`src/qhbc_pkg.sv`:
```
/*
 * package of the quad half-bridge control block: channel count, timing
 * constants, drive modes and device states.
 * assumes a single 50 MHz core clock shared by both ends.
 */
package qhbc_pkg;

    localparam int QHBC_CHANNELS = 4;

    // ----------------------------------------------------------------
    // timing
    // ----------------------------------------------------------------
    localparam int QHBC_CLK_MHZ = 50;
    localparam int QHBC_CLK_PERIOD_NS = 20;
    // wake-up time after sleep, in microseconds (1 ms)
    localparam int QHBC_WAKE_US = 1000;
    localparam int QHBC_WAKE_CYCLES = QHBC_WAKE_US * QHBC_CLK_MHZ;
    // overcurrent deglitch, in microseconds; least time rounds up
    localparam int QHBC_OCP_DEGLITCH_US = 5;
    localparam int QHBC_OCP_CYCLES =
        (QHBC_OCP_DEGLITCH_US * 1000 + QHBC_CLK_PERIOD_NS - 1)
        / QHBC_CLK_PERIOD_NS;
    localparam int QHBC_OCP_CNT_W = 9;
    // thermal trip point, degrees Celsius
    localparam int QHBC_TSD_DEG_C = 150;
    localparam int QHBC_TEMP_W = 8;
    localparam logic [QHBC_TEMP_W-1:0] QHBC_TSD_TRIP =
        QHBC_TSD_DEG_C[QHBC_TEMP_W-1:0];

    // ----------------------------------------------------------------
    // host drive modes for the motor on channels one and two
    // ----------------------------------------------------------------
    typedef enum logic [2:0] {
        QHBC_MODE_COAST,
        QHBC_MODE_FWD_SLOW,
        QHBC_MODE_REV_SLOW,
        QHBC_MODE_FWD_FAST,
        QHBC_MODE_REV_FAST
    } qhbc_mode_t;

    // device power states
    typedef enum logic [1:0] {
        QHBC_ST_ASLEEP,
        QHBC_ST_WAKING,
        QHBC_ST_ACTIVE
    } qhbc_state_t;

endpackage

```
`src/qhbc_if.sv`:
```
/*
 * pin-level carrier between the host controller and the driver.
 * assumes the testbench resolves the open-drain fault wire from its
 * output enable and adds the pull-up.
 */
`timescale 1ns/100ps
interface qhbc_if;
    logic [3:0] channel_level_input;
    logic [3:0] channel_output_enable;
    logic active_low_reset_input_n;
    logic sleep_request_input_n;
    logic fault_output_o;
    logic fault_output_oe;
    logic fault_output_n;

    modport device (
        input channel_level_input,
        input channel_output_enable,
        input active_low_reset_input_n,
        input sleep_request_input_n,
        output fault_output_o,
        output fault_output_oe
    );

    modport host (
        output channel_level_input,
        output channel_output_enable,
        output active_low_reset_input_n,
        output sleep_request_input_n,
        input fault_output_n
    );
endinterface

```
`src/qhbc_device.sv`:
```
/*
 * device end: output state per channel, reset and sleep handling,
 * charge-pump state, overcurrent latch, thermal and undervoltage shutdown,
 * open-drain fault output.
 * assumes pins arrive synchronous to core_clk_i and the analog side
 * supplies current-limit, temperature and supply-good levels.
 * limitations: the wake-up count is fixed by a parameter, and the
 * deglitch and trip point come from package constants; the analog
 * current limit itself lives outside this block.
 * the fault pin never drives high; the pull-up sits off chip.
 */
// Summary of operation
// - enable low floats output, else follows input
// - host slow decay: PWM on one input
// - host forward fast decay: PWM both enables
// - host reverse fast decay: PWM both enables
// - charge pump off while sleep low
// - reset pin reinitializes and disables bridges
// - all control inputs ignored during reset; the sleep pin still stops pump and clocks and restarts wake-up
// - sleep disables bridges, pump, clocks
// - sleep ignores inputs until sleep high
// - about one millisecond wake-up before operating
// - host drives reset and sleep high
// - regulator stays on during sleep
// - persistent limit disables channel, pulls fault
// - overcurrent deglitch is five microseconds
// - overcurrent latched until reset or power-cycle
// - high or low side trips alike
// - overtemperature disables all, pulls fault
// - thermal shutdown recovers when cooled
// - thermal trip above 150 degrees
// - undervoltage disables, resets logic, pulls fault
// - undervoltage recovers when supply returns
// - fault output open-drain, low on faults
`timescale 1ns/100ps
module qhbc_device
    import qhbc_pkg::*;
#(
    parameter int WAKE_CYCLES = QHBC_WAKE_CYCLES
) (
    input wire logic core_clk_i,
    input wire logic rst_n_i,
    qhbc_if.device pins,
    input wire logic [3:0] hs_limit_i,
    input wire logic [3:0] ls_limit_i,
    input wire logic [QHBC_TEMP_W-1:0] die_temp_i,
    input wire logic supply_good_i,
    output logic [3:0] channel_output_o,
    output logic [3:0] channel_output_oe_o,
    output logic charge_pump_on_o,
    output logic regulator_on_o,
    output logic clocks_running_o,
    output logic operational_o
);

    qhbc_state_t state_q;
    logic [15:0] wake_cnt_q;
    logic [3:0] ocp_trip_q;
    logic [QHBC_OCP_CNT_W-1:0] ocp_cnt_q [QHBC_CHANNELS];
    logic hot_q;
    logic fault_q;
    logic fault_oe_q;
    logic logic_rst;
    logic awake;

    // ----------------------------------------------------------------
    // counter helpers
    // ----------------------------------------------------------------
    // true on the last cycle of a span of the given length
    function automatic logic count_done(input int cnt, input int span);
        return cnt >= span - 1;
    endfunction

    // ----------------------------------------------------------------
    // reset conditions
    // ----------------------------------------------------------------
    // pin reset and undervoltage both reinitialize the core logic
    assign logic_rst = !pins.active_low_reset_input_n || !supply_good_i;
    assign awake = pins.sleep_request_input_n;

    // ----------------------------------------------------------------
    // sleep and wake-up sequencing
    // ----------------------------------------------------------------
    always_ff @(posedge core_clk_i or negedge rst_n_i) begin
        if (!rst_n_i) begin
            state_q <= QHBC_ST_ASLEEP;
            wake_cnt_q <= 16'h0000;
        end else if (!awake) begin
            state_q <= QHBC_ST_ASLEEP;
            wake_cnt_q <= 16'h0000;
        end else begin
            unique case (state_q)
                QHBC_ST_ASLEEP: begin
                    state_q <= QHBC_ST_WAKING;
                    wake_cnt_q <= 16'h0000;
                end
                QHBC_ST_WAKING: begin
                    // counter runs through a held reset: only sleep restarts it
                    if (count_done(32'(wake_cnt_q), WAKE_CYCLES)) begin
                        state_q <= QHBC_ST_ACTIVE;
                    end else begin
                        wake_cnt_q <= wake_cnt_q + 16'h0001;
                    end
                end
                QHBC_ST_ACTIVE: begin
                    state_q <= QHBC_ST_ACTIVE;
                end
                default: begin
                    state_q <= QHBC_ST_ASLEEP;
                end
            endcase
        end
    end

    // ----------------------------------------------------------------
    // overcurrent deglitch and latch
    // ----------------------------------------------------------------
    // counter width must hold the whole deglitch count
    for (genvar c = 0; c < QHBC_CHANNELS; c++) begin : g_ocp
        logic limit;
        assign limit = hs_limit_i[c] || ls_limit_i[c];
        always_ff @(posedge core_clk_i or negedge rst_n_i) begin
            if (!rst_n_i) begin
                ocp_cnt_q[c] <= '0;
                ocp_trip_q[c] <= 1'b0;
            end else if (logic_rst) begin
                ocp_cnt_q[c] <= '0;
                ocp_trip_q[c] <= 1'b0;
            end else if (state_q != QHBC_ST_ACTIVE) begin
                ocp_cnt_q[c] <= '0;
            end else if (!limit) begin
                ocp_cnt_q[c] <= '0;
            end else if (count_done(32'(ocp_cnt_q[c]), QHBC_OCP_CYCLES)) begin
                ocp_trip_q[c] <= 1'b1;
            end else begin
                ocp_cnt_q[c] <= ocp_cnt_q[c] + 1'b1;
            end
        end
    end

    // ----------------------------------------------------------------
    // thermal shutdown, clears on its own once cooled
    // ----------------------------------------------------------------
    always_ff @(posedge core_clk_i or negedge rst_n_i) begin
        if (!rst_n_i) begin
            hot_q <= 1'b0;
        end else begin
            // strictly above the trip point
            hot_q <= die_temp_i > QHBC_TSD_TRIP;
        end
    end

    // ----------------------------------------------------------------
    // bridge outputs
    // ----------------------------------------------------------------
    always_ff @(posedge core_clk_i or negedge rst_n_i) begin
        if (!rst_n_i) begin
            channel_output_o <= 4'h0;
            channel_output_oe_o <= 4'h0;
        // sleep pin gates directly so bridges drop on the first sleep edge
        end else if (logic_rst || !awake || hot_q
                     || state_q != QHBC_ST_ACTIVE) begin
            // inputs ignored; all bridges off
            channel_output_o <= 4'h0;
            channel_output_oe_o <= 4'h0;
        end else begin
            channel_output_o <= pins.channel_level_input;
            channel_output_oe_o <= pins.channel_output_enable
                & ~ocp_trip_q;
        end
    end

    // ----------------------------------------------------------------
    // power status
    // ----------------------------------------------------------------
    always_ff @(posedge core_clk_i or negedge rst_n_i) begin
        if (!rst_n_i) begin
            charge_pump_on_o <= 1'b0;
            clocks_running_o <= 1'b0;
            regulator_on_o <= 1'b0;
            operational_o <= 1'b0;
        end else begin
            charge_pump_on_o <= awake;
            clocks_running_o <= awake;
            // regulator is never stopped, not even in sleep
            regulator_on_o <= 1'b1;
            operational_o <= state_q == QHBC_ST_ACTIVE && !logic_rst;
        end
    end

    // ----------------------------------------------------------------
    // open-drain fault
    // ----------------------------------------------------------------
    always_ff @(posedge core_clk_i or negedge rst_n_i) begin
        if (!rst_n_i) begin
            fault_q <= 1'b0;
            fault_oe_q <= 1'b0;
        end else begin
            fault_q <= 1'b0;
            fault_oe_q <= hot_q || !supply_good_i || (|ocp_trip_q);
        end
    end

    assign pins.fault_output_o = fault_q;
    assign pins.fault_output_oe = fault_oe_q;

endmodule

```
`src/flat_wrapper.sv`:
```
// flat-port wrapper written by rule: the top's interface ports become plain ports
module qhbc_device_flat import qhbc_pkg::*;
#(
    parameter int WAKE_CYCLES = QHBC_WAKE_CYCLES
)
  (core_clk_i, rst_n_i, hs_limit_i, ls_limit_i, die_temp_i, supply_good_i, channel_output_o, channel_output_oe_o, charge_pump_on_o, regulator_on_o, clocks_running_o, operational_o, pins_channel_level_input, pins_channel_output_enable, pins_active_low_reset_input_n, pins_sleep_request_input_n, pins_fault_output_o, pins_fault_output_oe);
  qhbc_if pins_i ();
  input wire logic core_clk_i;
  input wire logic rst_n_i;
  input wire logic [3:0] hs_limit_i;
  input wire logic [3:0] ls_limit_i;
  input wire logic [QHBC_TEMP_W-1:0] die_temp_i;
  input wire logic supply_good_i;
  output logic [3:0] channel_output_o;
  output logic [3:0] channel_output_oe_o;
  output logic charge_pump_on_o;
  output logic regulator_on_o;
  output logic clocks_running_o;
  output logic operational_o;
  input wire logic [$bits(pins_i.channel_level_input)-1:0] pins_channel_level_input;
  input wire logic [$bits(pins_i.channel_output_enable)-1:0] pins_channel_output_enable;
  input wire logic [$bits(pins_i.active_low_reset_input_n)-1:0] pins_active_low_reset_input_n;
  input wire logic [$bits(pins_i.sleep_request_input_n)-1:0] pins_sleep_request_input_n;
  output wire logic [$bits(pins_i.fault_output_o)-1:0] pins_fault_output_o;
  output wire logic [$bits(pins_i.fault_output_oe)-1:0] pins_fault_output_oe;
  assign pins_i.channel_level_input = pins_channel_level_input;
  assign pins_i.channel_output_enable = pins_channel_output_enable;
  assign pins_i.active_low_reset_input_n = pins_active_low_reset_input_n;
  assign pins_i.sleep_request_input_n = pins_sleep_request_input_n;
  assign pins_fault_output_o = pins_i.fault_output_o;
  assign pins_fault_output_oe = pins_i.fault_output_oe;
  qhbc_device #(.WAKE_CYCLES(WAKE_CYCLES)) u_core (.core_clk_i(core_clk_i), .rst_n_i(rst_n_i), .pins(pins_i), .hs_limit_i(hs_limit_i), .ls_limit_i(ls_limit_i), .die_temp_i(die_temp_i), .supply_good_i(supply_good_i), .channel_output_o(channel_output_o), .channel_output_oe_o(channel_output_oe_o), .charge_pump_on_o(charge_pump_on_o), .regulator_on_o(regulator_on_o), .clocks_running_o(clocks_running_o), .operational_o(operational_o));
endmodule
```
`config.mk`:
```
export PLATFORM = sky130hd
export DESIGN_NAME = qhbc_device_flat
export DESIGN_NICKNAME = d
export VERILOG_FILES = /design/src/qhbc_pkg.sv /design/src/qhbc_if.sv /design/src/qhbc_device.sv /design/src/flat_wrapper.sv
export SDC_FILE = /design/constraint.sdc
export NUM_CORES = 1
export LEC_CHECK = 0
export BUFFER_PORTS_ARGS = -buffer_cell sky130_fd_sc_hd__clkbuf_2
export CORE_MARGIN = 2
export CORE_UTILIZATION = 55
export DETAILED_ROUTE_END_ITERATION = 7
export PLACE_DENSITY = 0.75
export SYNTH_ARGS = -nofsm -noshare
export SYNTH_HDL_FRONTEND = slang
export SYNTH_SLANG_ARGS = --single-unit
```
`constraint.sdc`:
```
create_clock -name core_clk_i -period 2.05 [get_ports core_clk_i]
set_input_delay 0.1025 -clock core_clk_i [delete_from_list [all_inputs] [get_ports core_clk_i]]
set_output_delay 0.1025 -clock core_clk_i [all_outputs]
set_load 0.03 [all_outputs]
```
* After elaboration in Yosys (flattened, before gate mapping) *
Index checks and enable logic that the tools add are counted.
Widths: inputs -> output; s select.

word-level totals
  input bits = 29
  logic and storage cells = 111
  register bits after elaboration = 71

operators by class
  order comparisons = 6
  add/subtract/negate cells = 5
  bitwise operators = 2
  reduce and logical (&&, ||, !) cells = 30
  equality and inequality tests = 11
  muxes and demuxes = 40

operators by type and width
  kind                   number
  $mux 9                 16
  $add 9x1->9 const B    4
  $ge 9x8->1 const B     4
  $mux 16                2
  $pmux 16 s2            1
  $add 16x1->16 const B  1
  $ge 16x16->1 const B   1
  $mux 1                 16
  $ne 4x3->1 const B     4
  $reduce_bool 2->1      8
  $reduce_and 3->1       4
  $logic_or 1x1->1       10
  $gt 8x8->1 const B     1
  $mux 4                 2
  $pmux 2 s3             1
  $and 4x4->4            1
  $logic_not 1->1        4
  $mux 2                 2
  $not 4->4              1
  $reduce_or 4->1        1
  $ne 3x1->1 const B     1
  $ne 3x2->1 const B     1
  $ne 3x3->1 const B     1
  $eq 2x1->1 const B     1
  6 further kinds        6

* Logic depth before layout (Yosys ltp) *
  depth after elaboration = 6
  mapped depth = 7
  depth with buffers taken out = 6

* Worst setup path before layout *
No wires, ideal clock.

  path kind = register -> register
  from = register u_core.wake_cnt_q[12]
  to = register u_core.wake_cnt_q[8]
  required time = 1.916 ns
  buffers on the path = 1
  period minus slack after synthesis = 1.793 ns
  arrival = 1.659 ns
  slack = 0.257 ns
  stages on the path, launching flop included = 6
  cells stage by stage = dfrtp_1 or4_4 a31o_4 o21ai_4 buf_6 a31oi_4

between the ends
  longest elaborated chain between the ends = 3

RTL lines
  item                               RTL line            source
  start: declaration                 qhbc_device.sv:57   logic [15:0] wake_cnt_q;
  start signal: assignment           qhbc_device.sv:102  wake_cnt_q <= wake_cnt_q + 16'h0001;
  $ge 16x16->1                       qhbc_device.sv:71   return cnt >= span - 1;
  $ne 3x3->1 (no source line)        n/a
  $reduce_and 2->1 (no source line)  n/a

No other way between the ends.
A chain may end at the register's enable or synchronous reset.

* Worst setup path in the final report *
  from = register u_core.ocp_cnt_q[19] in the netlist's numbering
  to = register u_core.ocp_trip_q[1]

between the ends
  longest elaborated chain between the ends = 3

RTL lines
  item                                RTL line            source
  start: declaration                  qhbc_device.sv:59   logic [QHBC_OCP_CNT_W-1:0] ocp_cnt_q [QHBC_CHANNELS];
  start signal: indexed assignment    qhbc_device.sv:136  ocp_cnt_q[c] <= ocp_cnt_q[c] + 1'b1;
  $ge 9x8->1                          qhbc_device.sv:71
  $reduce_bool 2->1 (no source line)  n/a
  $reduce_and 3->1 (no source line)   n/a
  end signal: indexed assignment      qhbc_device.sv:125  ocp_trip_q[c] <= 1'b0;
  end signal: indexed assignment      qhbc_device.sv:128  ocp_trip_q[c] <= 1'b0;
  end signal: indexed assignment      qhbc_device.sv:134  ocp_trip_q[c] <= 1'b1;
  end: declaration                    qhbc_device.sv:58   logic [3:0] ocp_trip_q;

No other way between the ends.

==> flow_summary_export.csv <==
group,metric,value,unit
run_status,outcome,"complete, no violations",
synth,syn-num-nets,395,
die,initial_core_util,56.9,%
synth,yosys_register_bits,71,
cts,clock-sinks,71,
power,p_leak,0.00187,uW
die,die-width,85.1,um
global_route,gr-usage-met1,28.3,%
power,pwr_density_cell,737,nW/um^2
critical_path,slowest_delay,0.48,ns
worst_hold_path,hold_path.class,"in2reg",
die,die-area,7240,um^2
timing,max_slew_margin,52.1,%
synth,synth_most_common_cell,"dfrtp_1",
critical_path,crit_required,2.29,ns
synth,syn_inst,354,
synth,netlist_area,3610,um^2
global_route,track_usage,22.3,%
timing,drv_slew,0,
cts,cts_buffers,9,
job,maxCapViolations,0,
synth,ys_seq_area_share,49.2,%
global_route,grt_pass1_vias,2872,
power,p_seq_share,46.6,%
critical_path,end_kind,"flop",
finish,seq_area,1780,um^2
placed_design,place_hpwl,5150,um
timing,period_needed,1.91,ns
die,die_h,85.1,um
detailed_routing,drc,0,
synth,syn_area_per_cell,10.2,um^2
detailed_routing,via_per_inst,5.75,
timing,hold_viol,0,
cts,clk_pin_slew,0.08,ns
timing,finalCritPeriodShare,93.3,%
cts,cts_buffer_depth,2,
detailed_routing,vias,2897,
synth,yosys_warnings,0,
global_route,use_met3,6.13,%
timing,holdWs,0.0259,ns
worst_hold_path,hold_path_depth,2,
detailed_routing,wl_per_cell,14.7,um
placed_design,globalplace.congestion,0.891,
synth,async_reset_ff_share,100,%
finish,nNetsFinal,463,
die,row_count,29,
critical_path,crit_slowest_cell,"o41a_1",
finish,antenna-diode-count,0,
detailed_routing,routed_wl,7410,um
critical_path,start_kind,"flop",
finish,area_growth,19.1,%
global_route,globalRouteOverflowTotal,0,
die,ios,43,
timing,setup-violations-final,0,
critical_path,r2r_cells,6,
power,combPwrFrac,18.3,%
power,peakVddDrop,0.480,mV
die,core_area,6350,um^2
global_route,grt_max_degree,72,
finish,drive_gt1_share,19.4,%
power,report.power.total,3170,uW
synth,yosysUniqueCellTypes,54,
timing,worstMarginPinSlew,0.714,ns
global_route,grt_pass1_wl,13000,um
cts,root_buffer,"clkbuf_8",
detailed_routing,initialDrtViolationCount,120,
detailed_routing,ant_nets,0,
critical_path,path_max_fanout,5,
finish,nFillCells,470,
cts,insertion_delay,0.34,ns
synth,synthTopCellsByArea,"dfrtp_1 (49%), nor2_1 (4.4%), ha_1 (4.2%)",
global_route,busiest_layer,"met2",
power,sw_frac_of_total,28.6,%
timing,skew,0.00779,ns
detailed_routing,dr.pass1.iters,5,
global_route,antenna_found_initial,0,
cts,cts_tree,"built",
critical_path,path_cells,"inv_1 -> ha_1 -> o41a_1 -> a21oi_1 -> nor2_1 -> o211a_1",
placed_design,io_buffer_count,41,
timing,fin_setup_tns,0,ns
power,power.internal,2270,uW
timing,max_freq,523,MHz
synth,synth_edf_count,0,
global_route,use_met2,37.4,%
finish,multi_input_area,1720,um^2
power,clkPwrFrac,35.1,%
timing,rsz0062_at_grt,"false",
synth,yosys-top-cells-count,"dfrtp_1 (71), nor2_1 (42), inv_1 (20), nand2_1 (20), a31oi_1 (18)",
critical_path,cp.arrival,2.15,ns
synth,yosysTopAreaCell,"dfrtp_1",
cts,h-tree-depth,3,
critical_path,crit_type,"reg2reg",
power,switchingPower,908,uW
synth,ys.flop_type,"dfrtp_1",
synth,synth_top_area_share,49.2,%
-- what timing repair did --
action                                  in CTS  in global routing
endpoints found under the setup margin       0                  3
buffers inserted                             0                  1
endpoints found under the hold margin       81                  0
hold buffers                                12                  0
resized for setup                            0                  1
-- power by group through the flow --
stage	clock network (uW)	logic, uW	registers [uW]
after floorplan	0	349	1510
after global placement	0	560	1500
after detailed placement	0	561	1510
after CTS	1140	584	1480
after global routing	1200	655	1480
final	1110	581	1480
-- cell type report --
cell class,count,area share [%]
multi-input cells,255,39.9
well taps,77,2.24
clock buffers,10,3.20
clock inverters,6,1.40
repair buffers,65,10.2
flip-flops and latches,71,41.3
inverters,20,1.74
-- critical path: cells and delay by family (launching register included) --
kind | cells | cell delay, ns
compound gates | 3 | 1.06
flops | 1 | 0.41
fa+ha+maj | 1 | 0.17
simple gates | 1 | 0.11
buf+inv | 1 | 0.06
-- kinds of logic (layout without fill, tap and decap cells) --
family,count (synthesis),after routing,synth area share (%)
AO/OA/AOI/OAI,92,92,19.6
flip-flops,71,71,49.2
buffers and inverters,28,101,3.46
XOR/XNOR,19,19,4.60
multiplexers,1,1,0.277
adder cells (fa/ha/maj),12,12,4.15
other,2,2,0.208
AND/OR/NAND/NOR,129,129,18.6
-- path summary, 6_finish.rpt --
check / start / endpoint / slack, ns
worst max-delay path: u_core.ocp_cnt_q[19]$_DFFE_PN0P_ / u_core.ocp_trip_q[1]$_DFFE_PN0P_ / 0.14
max in group asynchronous: rst_n_i / u_core.channel_output_o[1]$_DFF_PN0_ / 1.43
worst max register to register: u_core.ocp_cnt_q[19]$_DFFE_PN0P_ / u_core.ocp_trip_q[1]$_DFFE_PN0P_ / 0.14
worst min register to register: u_core.ocp_trip_q[0]$_DFFE_PN0P_ / u_core.channel_output_oe_o[0]$_DFF_PN0_ / 0.46
worst min-delay path: pins_active_low_reset_input_n / u_core.ocp_trip_q[1]$_DFFE_PN0P_ / 0.03
min in group asynchronous: rst_n_i / u_core.ocp_cnt_q[21]$_DFFE_PN0P_ / 0.31
-- per-stage QoR --
| step | utilization [%] | std cells | instance area [um^2] | worst slack, ns |
|---|---|---|---|---|
| 2_1_floorplan | - | 354 | 3610 | 0.257 |
| 3_3_place_gp | 62.6 | 475 | 3970 | 0.199 |
| 3_5_place_dp | 62.6 | 475 | 3970 | 0.133 |
| 4_1_cts | 67.6 | 503 | 4290 | 0.128 |
| 5_1_grt | 67.8 | 504 | 4300 | 0.00398 |
| 6_report | 67.8 | 504 | 4300 | 0.138 |
-- state kept, by name, summed over array words and instances, names as in the netlist --
name	flops
u_core.ocp_trip_q	4
u_core.wake_cnt_q	16
u_core.state_q	2
u_core.operational_o	1
u_core.regulator_on_o	1
u_core.charge_pump_on_o	1
u_core.hot_q	1
u_core.channel_output_oe_o	4
u_core.pins.fault_output_oe	1
u_core.ocp_cnt_q	36
u_core.channel_output_o	4
-- metal layers --
layer	part of all wire [%]	wire length, um	vias to the layer above
li1	-	-	1425
met1	45	3320	1403
met2	50	3680	55
met3	4.0	298	14
met4	1.6	121	0
met5	0	0	-
-- placed cells by master (no fill, tap or decap), drive strengths merged, types with 9 or more instances in the layout --
| cell type | n |
|---|---|
| nor2 | 42 |
| xnor2 | 16 |
| dlygate4sd3 | 12 |
| buf | 13 |
| a31oi | 22 |
| nor3 | 9 |
| nand2 | 20 |
| o21ai | 17 |
| dfrtp | 71 |
| a21oi | 15 |
| ha | 12 |
| nand3 | 13 |
| a211oi | 10 |
| inv | 20 |
| clkbuf | 50 |
Note: power is estimated with default switching activity, not from simulation.
